<file path="config.mk">
export PLATFORM = sky130hd
export DESIGN_NAME = wdw_top
export DESIGN_NICKNAME = d
export VERILOG_FILES = /design/src/common/wdw_pkg.sv /design/src/rtl/wdw_top.sv /design/src/rtl/wdw_delay_timer.sv /design/src/rtl/wdw_kick_edge.sv
export SDC_FILE = /design/constraint.sdc
export NUM_CORES = 1
export LEC_CHECK = 0
export BUFFER_PORTS_ARGS = -buffer_cell sky130_fd_sc_hd__buf_4
export CAP_MARGIN = 20
export CORE_UTILIZATION = 30
export DETAILED_ROUTE_END_ITERATION = 8
export GPL_TIMING_DRIVEN = 0
export PLACE_DENSITY = 0.49
export SYNTH_ARGS = -nofsm -noshare
export SYNTH_HDL_FRONTEND = slang
export SYNTH_SLANG_ARGS = --single-unit
</file>
<file path="constraint.sdc">
create_clock -name clk_sys_in -period 6.25 [get_ports clk_sys_in]
set_input_delay 0.3125 -clock clk_sys_in [delete_from_list [all_inputs] [get_ports clk_sys_in]]
set_output_delay 0.3125 -clock clk_sys_in [all_outputs]
set_load 0.05 [all_outputs]
</file>
<file path="src/common/wdw_pkg.sv">
// constants, types and register map of the window watchdog supervisor
//==============================================================
// Operation
// - the host must give a falling kick edge between the lower and upper window bounds, or the fault asserts.
// - kicks are ignored while the reset output or the fault output is low.
// - with the watchdog disabled by the straps every kick is disregarded.
// - the two window straps and the timing pin choose the window ratio and timeout or disable the watchdog.
// - a watchdog timeout drives the active-low fault output low.
// - the fault output may only assert while the reset output is high.
// - each fault assertion lasts exactly the selected reset delay and is then released.
// - while the reset output is low the fault output is released, not driven.
// - the smallest and largest reset delay settings give 703 us and 3.22 s.
// - the smallest and largest timing settings give upper bounds of 62.74 ms and 77.45 s.
// - reset is held low while the rail is bad and released when the delay count completes after recovery.
// - the lower window bound is the upper bound scaled by the ratio the straps choose.
package wdw_pkg;

    //==============================================================
    // clock and timing
    localparam logic [63:0] CLK_KHZ = 64'd200000;
    localparam logic [63:0] RST_DLY_SHORT_US = 64'd703;
    localparam logic [63:0] RST_DLY_LONG_MS = 64'd3220;
    localparam logic [63:0] WDU_SHORT_US = 64'd62740;
    localparam logic [63:0] WDU_LONG_MS = 64'd77450;
    localparam logic [63:0] RST_DLY_SHORT_CYC = RST_DLY_SHORT_US * CLK_KHZ / 64'd1000;
    localparam logic [63:0] RST_DLY_LONG_CYC = RST_DLY_LONG_MS * CLK_KHZ;
    localparam logic [63:0] WDU_SHORT_CYC = WDU_SHORT_US * CLK_KHZ / 64'd1000;
    localparam logic [63:0] WDU_LONG_CYC = WDU_LONG_MS * CLK_KHZ;

    //==============================================================
    // strap encodings of {window_select_b, window_select_a}
    localparam logic [1:0] SEL_RATIO_HALF = 2'h0;
    localparam logic [1:0] SEL_RATIO_QUARTER = 2'h1;
    localparam logic [1:0] SEL_RATIO_EIGHTH = 2'h2;
    localparam logic [1:0] SEL_DISABLE = 2'h3;

    //==============================================================
    // register map, byte addresses
    localparam logic [7:0] REG_STATUS = 8'h00;
    localparam logic [7:0] REG_MASK = 8'h04;
    localparam logic [7:0] REG_STATE = 8'h08;
    localparam logic [2:0] STATUS_RST = 3'h0;
    localparam logic [2:0] MASK_RST = 3'h0;
    localparam int ST_EARLY = 0;
    localparam int ST_LATE = 1;
    localparam int ST_RESET = 2;

    //==============================================================
    // watchdog sequencer states
    typedef enum logic [1:0] {
        WDW_OFF,
        WDW_CLOSED,
        WDW_OPEN,
        WDW_FAULT
    } wdw_state_t;

endpackage

</file>
<file path="src/rtl/wdw_top.sv">
// window watchdog supervisor: reset delay, window sequencer, fault output and status port
//
// The address map and the plain strobed port were chosen for this implementation.
`timescale 1ns/1ps
module wdw_top #(
    parameter int CNT_W = 36,
    parameter logic [35:0] RST_DLY_SHORT = wdw_pkg::RST_DLY_SHORT_CYC[35:0],
    parameter logic [35:0] RST_DLY_LONG = wdw_pkg::RST_DLY_LONG_CYC[35:0],
    parameter logic [35:0] WDU_SHORT = wdw_pkg::WDU_SHORT_CYC[35:0],
    parameter logic [35:0] WDU_LONG = wdw_pkg::WDU_LONG_CYC[35:0]
) (
    input wire logic clk_sys_in,
    input wire logic rst_n_in,
    input wire logic rail_ok_in,
    input wire logic watchdog_kick_in,
    input wire logic window_select_a_in,
    input wire logic window_select_b_in,
    input wire logic watchdog_timing_pin_in,
    input wire logic reset_delay_pin_in,
    output logic reset_n_out,
    output logic reset_n_oe_out,
    output logic watchdog_fault_n_out,
    output logic watchdog_fault_n_oe_out,
    input wire logic [7:0] reg_addr_in,
    input wire logic [31:0] reg_wdata_in,
    input wire logic reg_wr_in,
    input wire logic reg_rd_in,
    output logic [31:0] reg_rdata_out,
    output logic irq_out
);

    //==============================================================
    // strap decode
    logic [1:0] sel;
    logic wd_disabled;
    logic [CNT_W-1:0] upper_len;
    logic [CNT_W-1:0] lower_len;
    logic [CNT_W-1:0] rst_len;

    assign sel = {window_select_b_in, window_select_a_in};
    assign wd_disabled = (sel == wdw_pkg::SEL_DISABLE);
    assign upper_len = watchdog_timing_pin_in ? WDU_LONG : WDU_SHORT;
    assign rst_len = reset_delay_pin_in ? RST_DLY_LONG : RST_DLY_SHORT;

    // lower bound as a power-of-two fraction keeps the divider free
    always_comb begin
        case (sel)
            wdw_pkg::SEL_RATIO_HALF: lower_len = upper_len >> 1;
            wdw_pkg::SEL_RATIO_QUARTER: lower_len = upper_len >> 2;
            wdw_pkg::SEL_RATIO_EIGHTH: lower_len = upper_len >> 3;
            default: lower_len = '0;
        endcase
    end

    //==============================================================
    // supply reset sequencing
    logic por_r;
    logic rst_busy;
    logic reset_low;

    // first cycle after reset forces a full delay, as after power-up
    always_ff @(posedge clk_sys_in) begin
        if (!rst_n_in) begin
            por_r <= 1'b1;
        end else begin
            por_r <= 1'b0;
        end
    end

    wdw_delay_timer #(
        .CNT_W(CNT_W)
    ) u_rst_timer (
        .clk_sys_in(clk_sys_in),
        .rst_n_in(rst_n_in),
        .load_in(!rail_ok_in || por_r),
        .clear_in(1'b0),
        .len_in(rst_len),
        .busy_out(rst_busy),
        .done_out()
    );

    // reset held while the rail is bad and for the whole count after
    assign reset_low = !rail_ok_in || por_r || rst_busy;

    //==============================================================
    // window sequencer
    wdw_pkg::wdw_state_t state_r;
    logic [CNT_W-1:0] win_cnt_r;
    logic kick_fall;
    logic fault_busy;
    logic fault_start;
    logic early_evt;
    logic late_evt;
    logic kick_enable;

    // kicks only count while outputs are released and the dog is on
    assign kick_enable = !reset_low && !fault_busy && !wd_disabled;

    wdw_kick_edge u_kick_edge (
        .clk_sys_in(clk_sys_in),
        .rst_n_in(rst_n_in),
        .kick_in(watchdog_kick_in),
        .enable_in(kick_enable),
        .fall_out(kick_fall)
    );

    assign early_evt = (state_r == wdw_pkg::WDW_CLOSED) && kick_fall;
    assign late_evt = (state_r == wdw_pkg::WDW_OPEN) && !kick_fall
        && (win_cnt_r >= upper_len - 1'b1);
    assign fault_start = (early_evt || late_evt) && !reset_low;

    // the state machine falls back to off whenever reset or disable stands
    always_ff @(posedge clk_sys_in) begin
        if (!rst_n_in) begin
            state_r <= wdw_pkg::WDW_OFF;
        end else if (reset_low || wd_disabled) begin
            state_r <= wdw_pkg::WDW_OFF;
        end else begin
            case (state_r)
                wdw_pkg::WDW_OFF: begin
                    state_r <= wdw_pkg::WDW_CLOSED;
                end
                wdw_pkg::WDW_CLOSED: begin
                    if (fault_start) begin
                        state_r <= wdw_pkg::WDW_FAULT;
                    end else if (win_cnt_r >= lower_len - 1'b1) begin
                        state_r <= wdw_pkg::WDW_OPEN;
                    end
                end
                wdw_pkg::WDW_OPEN: begin
                    if (fault_start) begin
                        state_r <= wdw_pkg::WDW_FAULT;
                    end else if (kick_fall) begin
                        state_r <= wdw_pkg::WDW_CLOSED;
                    end
                end
                wdw_pkg::WDW_FAULT: begin
                    // fault_busy rises in the cycle of entry and win_cnt_r copies it a cycle late, so wait on both
                    if (!fault_busy && !fault_start && win_cnt_r != '0) begin
                        state_r <= wdw_pkg::WDW_CLOSED;
                    end
                end
                default: begin
                    state_r <= wdw_pkg::WDW_OFF;
                end
            endcase
        end
    end

    // window counter restarts on every accepted kick and on every fault
    always_ff @(posedge clk_sys_in) begin
        if (!rst_n_in) begin
            win_cnt_r <= '0;
        end else if (state_r == wdw_pkg::WDW_OFF || fault_start || kick_fall) begin
            win_cnt_r <= '0;
        end else if (state_r == wdw_pkg::WDW_FAULT) begin
            win_cnt_r <= {{(CNT_W-1){1'b0}}, fault_busy}; // zero at exit, so closed starts at 0
        end else begin
            win_cnt_r <= win_cnt_r + 1'b1;
        end
    end

    //==============================================================
    // fault pulse: one reset delay long, aborted by a supply reset
    wdw_delay_timer #(
        .CNT_W(CNT_W)
    ) u_fault_timer (
        .clk_sys_in(clk_sys_in),
        .rst_n_in(rst_n_in),
        .load_in(fault_start),
        .clear_in(reset_low),
        .len_in(rst_len),
        .busy_out(fault_busy),
        .done_out()
    );

    // open-drain pins: value always low, enable is the pull-down
    assign reset_n_out = 1'b0;
    assign reset_n_oe_out = reset_low;
    assign watchdog_fault_n_out = 1'b0;
    assign watchdog_fault_n_oe_out = fault_busy && !reset_low;

    //==============================================================
    // status, mask and read port
    logic [2:0] status_r;
    logic [2:0] mask_r;
    logic [2:0] evt;
    logic [2:0] clr;
    logic reset_low_d_r;

    always_ff @(posedge clk_sys_in) begin
        if (!rst_n_in) begin
            reset_low_d_r <= 1'b0;
        end else begin
            reset_low_d_r <= reset_low;
        end
    end

    assign evt = {reset_low && !reset_low_d_r, late_evt && fault_start, early_evt && fault_start};
    assign clr = (reg_wr_in && reg_addr_in == wdw_pkg::REG_STATUS) ? reg_wdata_in[2:0] : 3'h0;

    // a set in the clearing cycle wins, so no event is lost
    always_ff @(posedge clk_sys_in) begin
        if (!rst_n_in) begin
            status_r <= wdw_pkg::STATUS_RST;
        end else begin
            status_r <= (status_r & ~clr) | evt;
        end
    end

    always_ff @(posedge clk_sys_in) begin
        if (!rst_n_in) begin
            mask_r <= wdw_pkg::MASK_RST;
        end else if (reg_wr_in && reg_addr_in == wdw_pkg::REG_MASK) begin
            mask_r <= reg_wdata_in[2:0];
        end
    end

    // read data stand only in the cycle after the strobe; unmapped reads zero
    always_ff @(posedge clk_sys_in) begin
        if (!rst_n_in) begin
            reg_rdata_out <= 32'h0;
        end else if (reg_rd_in) begin
            case (reg_addr_in)
                wdw_pkg::REG_STATUS: reg_rdata_out <= {29'h0, status_r};
                wdw_pkg::REG_MASK: reg_rdata_out <= {29'h0, mask_r};
                wdw_pkg::REG_STATE: reg_rdata_out <= {26'h0, state_r, wd_disabled,
                    fault_busy, reset_low, rail_ok_in};
                default: reg_rdata_out <= 32'h0;
            endcase
        end else begin
            reg_rdata_out <= 32'h0;
        end
    end

    assign irq_out = |(status_r & mask_r);

    //==============================================================
    // checks
    logic [CNT_W-1:0] fault_len_r;
    logic [CNT_W-1:0] fault_cnt_r;

    // helper: expected and measured fault length
    always_ff @(posedge clk_sys_in) begin
        if (!rst_n_in) begin
            fault_len_r <= '0;
            fault_cnt_r <= '0;
        end else begin
            if (fault_start) begin
                fault_len_r <= rst_len;
            end
            if (fault_start) begin
                fault_cnt_r <= '0;
            end else if (fault_busy) begin
                fault_cnt_r <= fault_cnt_r + 1'b1;
            end
        end
    end

    a_fault_needs_reset: assert property (@(posedge clk_sys_in) disable iff (!rst_n_in)
        watchdog_fault_n_oe_out |-> !reset_n_oe_out && $past(!reset_n_oe_out))
        else $error("fault driven while reset low");

    a_release_in_reset: assert property (@(posedge clk_sys_in) disable iff (!rst_n_in)
        (reset_low && rst_busy) |=> !watchdog_fault_n_oe_out)
        else $error("fault pin not released during reset");

    a_early_kick_fault: assert property (@(posedge clk_sys_in) disable iff (!rst_n_in)
        (state_r == wdw_pkg::WDW_CLOSED && kick_fall && !reset_low && rail_ok_in)
        |=> watchdog_fault_n_oe_out || reset_low)
        else $error("early kick did not raise fault");

    a_fault_length: assert property (@(posedge clk_sys_in) disable iff (!rst_n_in)
        ($fell(fault_busy) && !reset_low) |-> (fault_cnt_r == fault_len_r))
        else $error("fault pulse length wrong");

    a_fault_starts: assert property (@(posedge clk_sys_in) disable iff (!rst_n_in)
        $rose(fault_busy) |-> $past(late_evt || early_evt))
        else $error("fault without window violation");

    a_disabled_quiet: assert property (@(posedge clk_sys_in) disable iff (!rst_n_in)
        (wd_disabled && !fault_busy) |=> !fault_busy)
        else $error("fault raised while disabled");

    a_kick_in_fault: assert property (@(posedge clk_sys_in) disable iff (!rst_n_in)
        fault_busy |-> !kick_fall)
        else $error("kick accepted during fault");

    a_rail_bad_reset: assert property (@(posedge clk_sys_in) disable iff (!rst_n_in)
        (!rail_ok_in && rst_len > 36'h2) |=> reset_n_oe_out [*2])
        else $error("reset released too soon after rail fault");

    a_late_from_open: assert property (@(posedge clk_sys_in) disable iff (!rst_n_in)
        $rose(status_r[wdw_pkg::ST_LATE]) |-> $past(state_r) == wdw_pkg::WDW_OPEN)
        else $error("late flag not from open window");

    a_lower_ratio: assert property (@(posedge clk_sys_in) disable iff (!rst_n_in)
        (sel == wdw_pkg::SEL_RATIO_QUARTER) |-> (lower_len * 4 <= upper_len)
        && (lower_len * 4 + 4 > upper_len))
        else $error("lower bound ratio wrong");

    a_unmapped_zero: assert property (@(posedge clk_sys_in) disable iff (!rst_n_in)
        (reg_rd_in && reg_addr_in > wdw_pkg::REG_STATE) |=> reg_rdata_out == 32'h0)
        else $error("unmapped read not zero");

    // window boundaries: reset is excluded since it forces the sequencer off, and disable too except at the upper bound
    a_window_restart: assert property (@(posedge clk_sys_in) disable iff (!rst_n_in)
        (state_r == wdw_pkg::WDW_FAULT && !fault_busy && win_cnt_r != '0 && !reset_low
        && !wd_disabled) |=> (state_r == wdw_pkg::WDW_CLOSED && win_cnt_r == '0))
        else $error("window did not restart after fault");

    a_open_at_lower: assert property (@(posedge clk_sys_in) disable iff (!rst_n_in)
        (state_r == wdw_pkg::WDW_CLOSED && win_cnt_r == lower_len - 1'b1 && !kick_fall
        && !reset_low && !wd_disabled) |=> state_r == wdw_pkg::WDW_OPEN)
        else $error("window did not open at lower bound");

    a_late_timeout: assert property (@(posedge clk_sys_in) disable iff (!rst_n_in)
        (state_r == wdw_pkg::WDW_OPEN && win_cnt_r == upper_len - 1'b1 && !kick_fall
        && !reset_low) |=> watchdog_fault_n_oe_out || reset_n_oe_out)
        else $error("missed upper bound did not raise fault");

    a_reset_flag: assert property (@(posedge clk_sys_in) disable iff (!rst_n_in)
        $rose(reset_low) |=> status_r[wdw_pkg::ST_RESET])
        else $error("reset entry not flagged");

    a_rdata_one_cycle: assert property (@(posedge clk_sys_in) disable iff (!rst_n_in)
        !reg_rd_in |=> reg_rdata_out == 32'h0)
        else $error("read data held past its cycle");

    a_disabled_off: assert property (@(posedge clk_sys_in) disable iff (!rst_n_in)
        wd_disabled |=> state_r == wdw_pkg::WDW_OFF)
        else $error("sequencer running while disabled");

    c_good_kick: cover property (@(posedge clk_sys_in) disable iff (!rst_n_in)
        state_r == wdw_pkg::WDW_OPEN && kick_fall);
    c_early_fault: cover property (@(posedge clk_sys_in) disable iff (!rst_n_in)
        early_evt && fault_start);
    c_late_fault: cover property (@(posedge clk_sys_in) disable iff (!rst_n_in)
        late_evt && fault_start);
    c_fault_end: cover property (@(posedge clk_sys_in) disable iff (!rst_n_in)
        $fell(fault_busy) && !reset_low);
    c_fault_abort: cover property (@(posedge clk_sys_in) disable iff (!rst_n_in)
        $fell(fault_busy) && reset_low);

endmodule // wdw_top

</file>
<file path="src/rtl/wdw_delay_timer.sv">
// loadable down-counter that stays busy for exactly the loaded number of cycles
`timescale 1ns/1ps
module wdw_delay_timer #(
    parameter int CNT_W = 36
) (
    input wire logic clk_sys_in,
    input wire logic rst_n_in,
    input wire logic load_in,
    input wire logic clear_in,
    input wire logic [CNT_W-1:0] len_in,
    output logic busy_out,
    output logic done_out
);
    logic [CNT_W-1:0] cnt_r;

    // holding load keeps the count at full length; clear wins over load
    always_ff @(posedge clk_sys_in) begin
        if (!rst_n_in) begin
            cnt_r <= '0;
        end else if (clear_in) begin
            cnt_r <= '0;
        end else if (load_in) begin
            cnt_r <= len_in;
        end else if (cnt_r != '0) begin
            cnt_r <= cnt_r - 1'b1;
        end
    end

    assign busy_out = (cnt_r != '0);
    assign done_out = (cnt_r == {{(CNT_W-1){1'b0}}, 1'b1}) && !load_in && !clear_in;
endmodule // wdw_delay_timer

</file>
<file path="src/rtl/wdw_kick_edge.sv">
// falling-edge detector for the kick input, qualified by an enable
`timescale 1ns/1ps
module wdw_kick_edge (
    input wire logic clk_sys_in,
    input wire logic rst_n_in,
    input wire logic kick_in,
    input wire logic enable_in,
    output logic fall_out
);
    logic prev_r;

    // the history always tracks the pin so enabling never fakes an edge
    always_ff @(posedge clk_sys_in) begin
        if (!rst_n_in) begin
            prev_r <= 1'b0;
        end else begin
            prev_r <= kick_in;
        end
    end

    assign fall_out = enable_in && prev_r && !kick_in;
endmodule // wdw_kick_edge

</file>
==> flow_summary.json, run 1 <==
{
  "p_per_area_nw_per_um2": 221,
  "fin_skew_ns": 0.0104,
  "synth_xor_area_share_pct": 11.0,
  "hold_viol": 0,
  "post_cts_buffers": 0,
  "ys_ff_latch": 125,
  "cp_data_arrival_time_ns": 4.51,
  "syn_area_um2": 8090,
  "io_buffer_count": 28,
  "synth_top_family_by_area": "simple AND/OR/NAND/NOR gates",
  "final_common_cell": "dfxtp_1",
  "cts_max_path_buffers": 2,
  "io_pins": 87,
  "fp-row-count": 59,
  "routedWlPerCell_um": 14.8,
  "start_util_pct": 30.8,
  "synth_simple_gate_area_share_pct": 29.9,
  "hold_buffers": 0,
  "cts.reportedPaths.clkPinSlew_ns": 0.06,
  "grt_setup_unrepaired": "no",
  "yosysSeqAreaShare_pct": 30.9,
  "synthArstFlopShare_pct": 0,
  "slowest_delay_ns": 0.62,
  "drv_slew": 0,
  "drv_cap": 0,
  "path_cells": "buf_4, clkbuf_1, inv_1, ha_1, clkbuf_1, or2_2, a21oi_1, nor2_1, xor2_1, ha_1, nand4_1, nor4_1, a2111oi_0, o311ai_0, a21oi_1, o21a_1, o21ai_1, a21oi_1",
  "final_cell_mix": "125 x dfxtp_1, 124 x nor2_1, 81 x nand2_1, 72 x a21oi_1, 69 x ha_1",
  "vias_per_cell": 4.90,
  "layout-drive-gt1-share_pct": 13.9,
  "fin_total_pwr_w": 0.00208,
  "finalSetupTns_ns": 0,
  "grt_overflow_total": 0,
  "core-area_um2": 26300,
  "synth_edf_count": 0,
  "detail_route.iter0.violations": 314,
  "dp_slack_ns": 1.88,
  "crit_path_frequent_cell": "a21oi_1",
  "critPathRequiredTime_ns": 6.60,
  "cts.sinks": 125,
  "setup_viol": 0,
  "finalCritPeriodShare_pct": 66.6,
  "holdWs_ns": 0.123,
  "synth_largest_area_cell": "dfxtp_1",
  "cpLargestDelayFamily": "compound AO/OA/AOI/OAI gates",
  "postRouteAntennaNets": 0,
  "path_class": "input port to flop",
  "syn_to_final_growth_pct": 16.5,
  "ys.flop_type": "dfxtp_1",
  "first_pass_iters": 7,
  "slew_headroom_pct": 26.3,
  "cellLeakagePower_nw": 3.67,
  "grt_pass1_wl_um": 34100,
  "layout_min_cycle_time_ns": 4.16,
  "postSynthCellCount": 966,
  "die-area_um2": 27600,
  "hold_start": "watchdog_kick_in",
  "n_antenna_cell": 0,
  "cp_slowest_cell": "a2111oi_0",
  "die_w_um": 166,
  "wl_um": 20500,
  "cp-end-kind": "flop",
  "ys_top_cells_by_area": "dfxtp_1 31%, ha_1 11%, nor2_1 5.8%, xnor2_1 5.7%, xor2_1 5.3%",
  "tritoncts.num_buffers": 17,
  "vias": 6801,
  "place_hpwl_um": 15500,
  "drc": 4,
  "grtUsageTotal_pct": 15.3,
  "synthAdderAreaFrac_pct": 10.7,
  "hp-class": "input port to flop",
  "grt_pass1_vias": 6658,
  "synth_cell_type_count": 71,
  "globalplace.congestion": 0.855,
  "grt_max_degree": 18,
  "post-route-util_pct": 35.9,
  "clock_latency_ns": 0.42,
  "h-tree-depth": 4,
  "fin_nets": 1159,
  "synth_warnings": 0,
  "muxShareOfSynthArea_pct": 0.866,
  "cts_resized": 0,
  "crit_path_max_fanout": 10,
  "max_freq_ghz": 0.240,
  "synth_top_area_share_pct": 30.9,
  "grt_antenna_before_repair": 0,
  "synth_compound_area_share_pct": 10.6,
  "die_y_um": 166,
  "startpoint_type": "input port",
  "violations": "DRC",
  "avgSynthCellArea_um2": 8.38,
  "cts_root_buf": "clkbuf_16",
  "crit_start": "window_select_a_in",
  "rr_startpoint": "u_rst_timer.cnt_r[2]",
  "setup_slack_ns": 2.09,
  "critPathBufInv": 4,
  "peakVddDrop_mv": 0.159,
  "cts_tree": "yes",
  "outcome": "complete, but fails checks",
  "tightest_slew_ns": 1.10
}
## cells by family after synthesis
logic type,after synthesis
adder cells (fa/ha/maj),69
flip-flops,125
XOR/XNOR,102
AO/OA/AOI/OAI,141
other,1
buffers and inverters,82
multiplexers,7
AND/OR/NAND/NOR,439
## tightest hold or removal path, stage by stage
cell and delay, ns:
buf_4 0.08, inv_1 0.05, nor2_1 0.07
## layout make-up
cell class                 instances  area (um^2)
clock inverter                    14          183
clock buffer                      17          425
sequential                       125         2500
tap                              335          419
timing repair buffer              28          210
inverter                          28          105
buffer                            54          379
multi-input combinational        786         5210
fill                            2803        16800
## flip-flops by register name (all words and copies together), names as in the netlist
signal               flops
u_fault_timer.cnt_r     36
u_rst_timer.cnt_r       36
win_cnt_r               36
reg_rdata_out            6
mask_r                   3
status_r                 3
state_r                  2
por_r                    1
reset_low_d_r            1
u_kick_edge.prev_r       1
## stage by stage
step / cells / cell area (um^2)
final: 1387 / 9430
after global routing: 1387 / 9430
after CTS: 1387 / 9430
after detailed placement: 1356 / 8820
after global placement: 1356 / 8820
after floorplan: 993 / 8200
## worst paths after layout
kind	slack (ns)	depth (start not counted)	to
max	2.09	18	state_r[1]
min	0.12	3	u_kick_edge.prev_r
max reg2reg	2.68	9	win_cnt_r[28]
min reg2reg	0.48	2	u_fault_timer.cnt_r[20]
## power by group
| group | switching [W] | internal (W) |
|---|---|---|
| Combinational | 0.000140 | 0.0000763 |
| Clock | 0.000413 | 0.000634 |
| Sequential | 0.00000932 | 0.000807 |
| Total | 0.000562 | 0.00152 |
## per-layer routing
layer	track usage [%]	share of wire, %	up-vias
li1	-	-	3533
met3	2.93	2.8	18
met1	20.5	50	3146
met4	5.03	1.6	0
met5	0	0	-
met2	24.8	45	104
## synthesized netlist by cell type, types with 9 or more instances
cell,instances
nor2_1,124
nor3_1,32
xor2_1,49
clkbuf_1,16
o21ai_0,17
nor2_4,31
nand4_1,18
nor4_1,34
nand3_1,36
buf_4,29
xnor2_1,53
a211oi_1,9
a21oi_1,72
and4_1,9
nand2_1,81
inv_1,27
and3_1,12
dfxtp_1,125
ha_1,69
Note: power is estimated with default switching activity, not from simulation.
==> run 2, diff against run 1 <==
- ABC_AREA: default -> 1
- clock period: 6.25 -> 4.1 ns (I/O delays scaled with it)
==> run 2 against run 1 <==
  * The flow now finishes without violations
  * Flip-flop and latch count is the same
  * Die area up 6.9%
  * Design area grew 6.9%
  * Utilization about the same
  * Critical path depth grew 8
  * Combinational power is 59% higher
  * Register-to-register slack got worse by 1.7 ns
  * Sequential power rose by 52%
  * Worst setup slack worse by 1.6 ns
  * Critical path type unchanged
  * Critical endpoint is now state_r[0]
==> flow_summary.json, run 2 <==
{
  "outcome": "finished clean",
  "top_regs": "u_fault_timer.cnt_r (36), u_rst_timer.cnt_r (36), win_cnt_r (36)",
  "post_cts_buffers": 0,
  "layout_min_cycle_time_ns": 3.64,
  "tritoncts.num_buffers": 17,
  "grt_setup_unrepaired": "no",
  "crit_path_max_fanout": 14,
  "synth_top_area_share_pct": 28.9,
  "avgSynthCellArea_um2": 6.82,
  "synth_xor_area_share_pct": 5.06,
  "core-area_um2": 28100,
  "finalSetupTns_ns": 0,
  "hp-class": "input port to flop",
  "vias_per_cell": 4.72,
  "synth_cell_type_count": 48,
  "ys.flop_type": "dfxtp_1",
  "synth_simple_gate_area_share_pct": 34.6,
  "routedWlPerCell_um": 13.5,
  "synth_warnings": 0,
  "muxShareOfSynthArea_pct": 0,
  "final_cell_mix": "232 x nand2_1, 205 x nor2_1, 144 x inv_1, 125 x dfxtp_1, 83 x a21oi_1",
  "cts_max_path_buffers": 2,
  "vias": 8199,
  "peakVddDrop_mv": 0.267,
  "multi_input_area_um2": 5380,
  "setup_viol": 0,
  "rr_startpoint": "por_r",
  "r2r_setup_slack_ns": 0.99,
  "cts_root_buf": "clkbuf_16",
  "cts.reportedPaths.clkPinSlew_ns": 0.06,
  "cp_data_arrival_time_ns": 3.95,
  "synth_most_common_cell": "nand2_1",
  "cts_tree": "yes",
  "hold_start": "reg_wdata_in[0]",
  "tightest_slew_ns": 0.649,
  "cts.sinks": 125,
  "synth_largest_area_cell": "dfxtp_1",
  "crit_start": "watchdog_timing_pin_in",
  "synth_commonest_cells": "232 x nand2_1, 205 x nor2_1, 144 x inv_1",
  "fin_skew_ns": 0.00916,
  "first_pass_iters": 5,
  "h-tree-depth": 4,
  "final-seq-area_um2": 2500,
  "synth_edf_count": 0,
  "r2r_end": "u_fault_timer.cnt_r[31]",
  "wl_um": 23500,
  "die_y_um": 172,
  "drc": 0,
  "syn_to_final_growth_pct": 16.5,
  "grt_overflow_total": 0,
  "p_per_area_nw_per_um2": 323,
  "synthArstFlopShare_pct": 0,
  "grt_pass1_wl_um": 38400,
  "critPathRequiredTime_ns": 4.42,
  "synthAdderAreaFrac_pct": 9.97,
  "start_util_pct": 30.8,
  "die_w_um": 172,
  "fillCellCount": 3043,
  "io_pins": 87,
  "ys_top_cells_by_area": "dfxtp_1 29%, nand2_1 10%, ha_1 10%, nor2_1 8.9%, inv_1 6.2%",
  "path_class": "input port to flop",
  "synth_compound_area_share_pct": 11.3,
  "n_antenna_cell": 0,
  "slew_headroom_pct": 56.7,
  "fin_cells": 1736,
  "io_buffer_count": 28,
  "cp-end-kind": "flop",
  "cp-endpoint": "state_r[0]",
  "grtUsageTotal_pct": 16.6,
  "cellLeakagePower_nw": 4.60,
  "grt_pass1_vias": 7630,
  "place_hpwl_um": 18100,
  "detail_route.iter0.violations": 550,
  "layout-drive-gt1-share_pct": 12.4,
  "final_common_cell": "nand2_1",
  "clock_latency_ns": 0.42,
  "globalplace.congestion": 0.846,
  "startpoint_type": "input port",
  "rr_worst_depth": 10,
  "drv_cap": 0,
  "drv_slew": 0,
  "max_freq_ghz": 0.275,
  "die-area_um2": 29600,
  "grt_antenna_before_repair": 0,
  "postRouteAntennaNets": 0,
  "hold_viol": 0,
  "grt_max_degree": 17,
  "finalCritPeriodShare_pct": 88.7,
  "synth_top_family_by_area": "simple AND/OR/NAND/NOR gates",
  "postSynthCellCount": 1270,
  "dp.cells": 1703,
  "ys_ff_latch": 125,
  "yosysSeqAreaShare_pct": 28.9,
  "fin_nets": 1464,
  "syn_area_um2": 8660,
  "fin_total_pwr_w": 0.00326,
  "fp-row-count": 61
}
-- run 2: kinds of logic after synthesis --
family | after synthesis
buffers and inverters | 195
other | 1
DFF | 125
adders and majority gates | 69
xor gates and xnor gates | 50
and+or+nand+nor | 657
AOI/OAI and AO/OA | 173
-- run 2: final cells by class --
cell class | count | share of cell area, %
Timing Repair Buffer | 29 | 2.18
Clock inverter | 11 | 1.90
Inverter | 153 | 5.72
Clock buffer | 21 | 4.37
Sequential cell | 125 | 24.8
Multi-Input combinational cell | 977 | 53.4
Buffer | 42 | 2.96
Tap cell | 378 | 4.69
-- run 2: per-layer routing --
layer / part of all wire [%] / track usage (%) / wire length (um) / vias up
li1: - / - / - / 4261
met3: 4.2 / 2.66 / 981 / 26
met1: 49 / 22.5 / 11500 / 3732
met4: 1.7 / 5.35 / 391 / 0
met2: 45 / 26.6 / 10600 / 180
met5: 0 / 0 / 0 / -
-- run 2: through the flow --
| step | util, % | cell area, um^2 | hold slack [ns] | setup WS, ns |
|---|---|---|---|---|
| after floorplan | - | 8760 | 0.303 | 0.984 |
| after global placement | 33.6 | 9450 | 0.408 | 0.0461 |
| after detailed placement | 33.6 | 9450 | 0.415 | 0.0586 |
| after CTS | 35.9 | 10100 | 0.0363 | 0.501 |
| after global routing | 35.9 | 10100 | 0.0729 | 0.0414 |
| final | 35.9 | 10100 | 0.0507 | 0.463 |
-- run 2: how the worst min path moves through the flow --
| stage | endpoint | slack, ns | cells past startpoint |
|---|---|---|---|
| 2_1_floorplan | u_kick_edge.prev_r | 0.30 | 2 |
| 3_3_place_gp | u_kick_edge.prev_r | 0.41 | 3 |
| 3_5_place_dp | u_kick_edge.prev_r | 0.41 | 3 |
| 4_1_cts | mask_r[0] | 0.04 | 3 |
| 5_1_grt | mask_r[1] | 0.07 | 3 |
| 6_report | mask_r[0] | 0.05 | 3 |
-- run 2: report_power, final --
group | total, W | switching [W] | internal, W
registers | 0.00124 | 0.0000142 | 0.00123
logic | 0.000344 | 0.000232 | 0.000111
clock network | 0.00167 | 0.000592 | 0.00108
-- run 2: what timing repair did --
action	4_1_cts	5_1_grt
hold buffers	1	0
endpoints found under the hold margin	1	0
gates resized for setup	0	0
-- run 2: critical path: stages --
cell      delay (ns)
buf_4           0.18
clkbuf_1        0.32
inv_1           0.40
o21ai_0         0.57
inv_1           0.26
nor2_1          0.19
nand2_1         0.07
nor4_1          0.26
a21oi_1         0.14
ha_1            0.21
nand2_1         0.07
inv_1           0.03
o21ai_0         0.17
nand2_1         0.07
a21oi_1         0.14
nand2_1         0.08
nand2_1         0.06
nand2_1         0.04
nand2_1         0.05
nand2_1         0.05
nand2_1         0.08
nand2_1         0.08
nand2_1         0.09
nand2_1         0.05
nand2_1         0.05
nor2_1          0.04
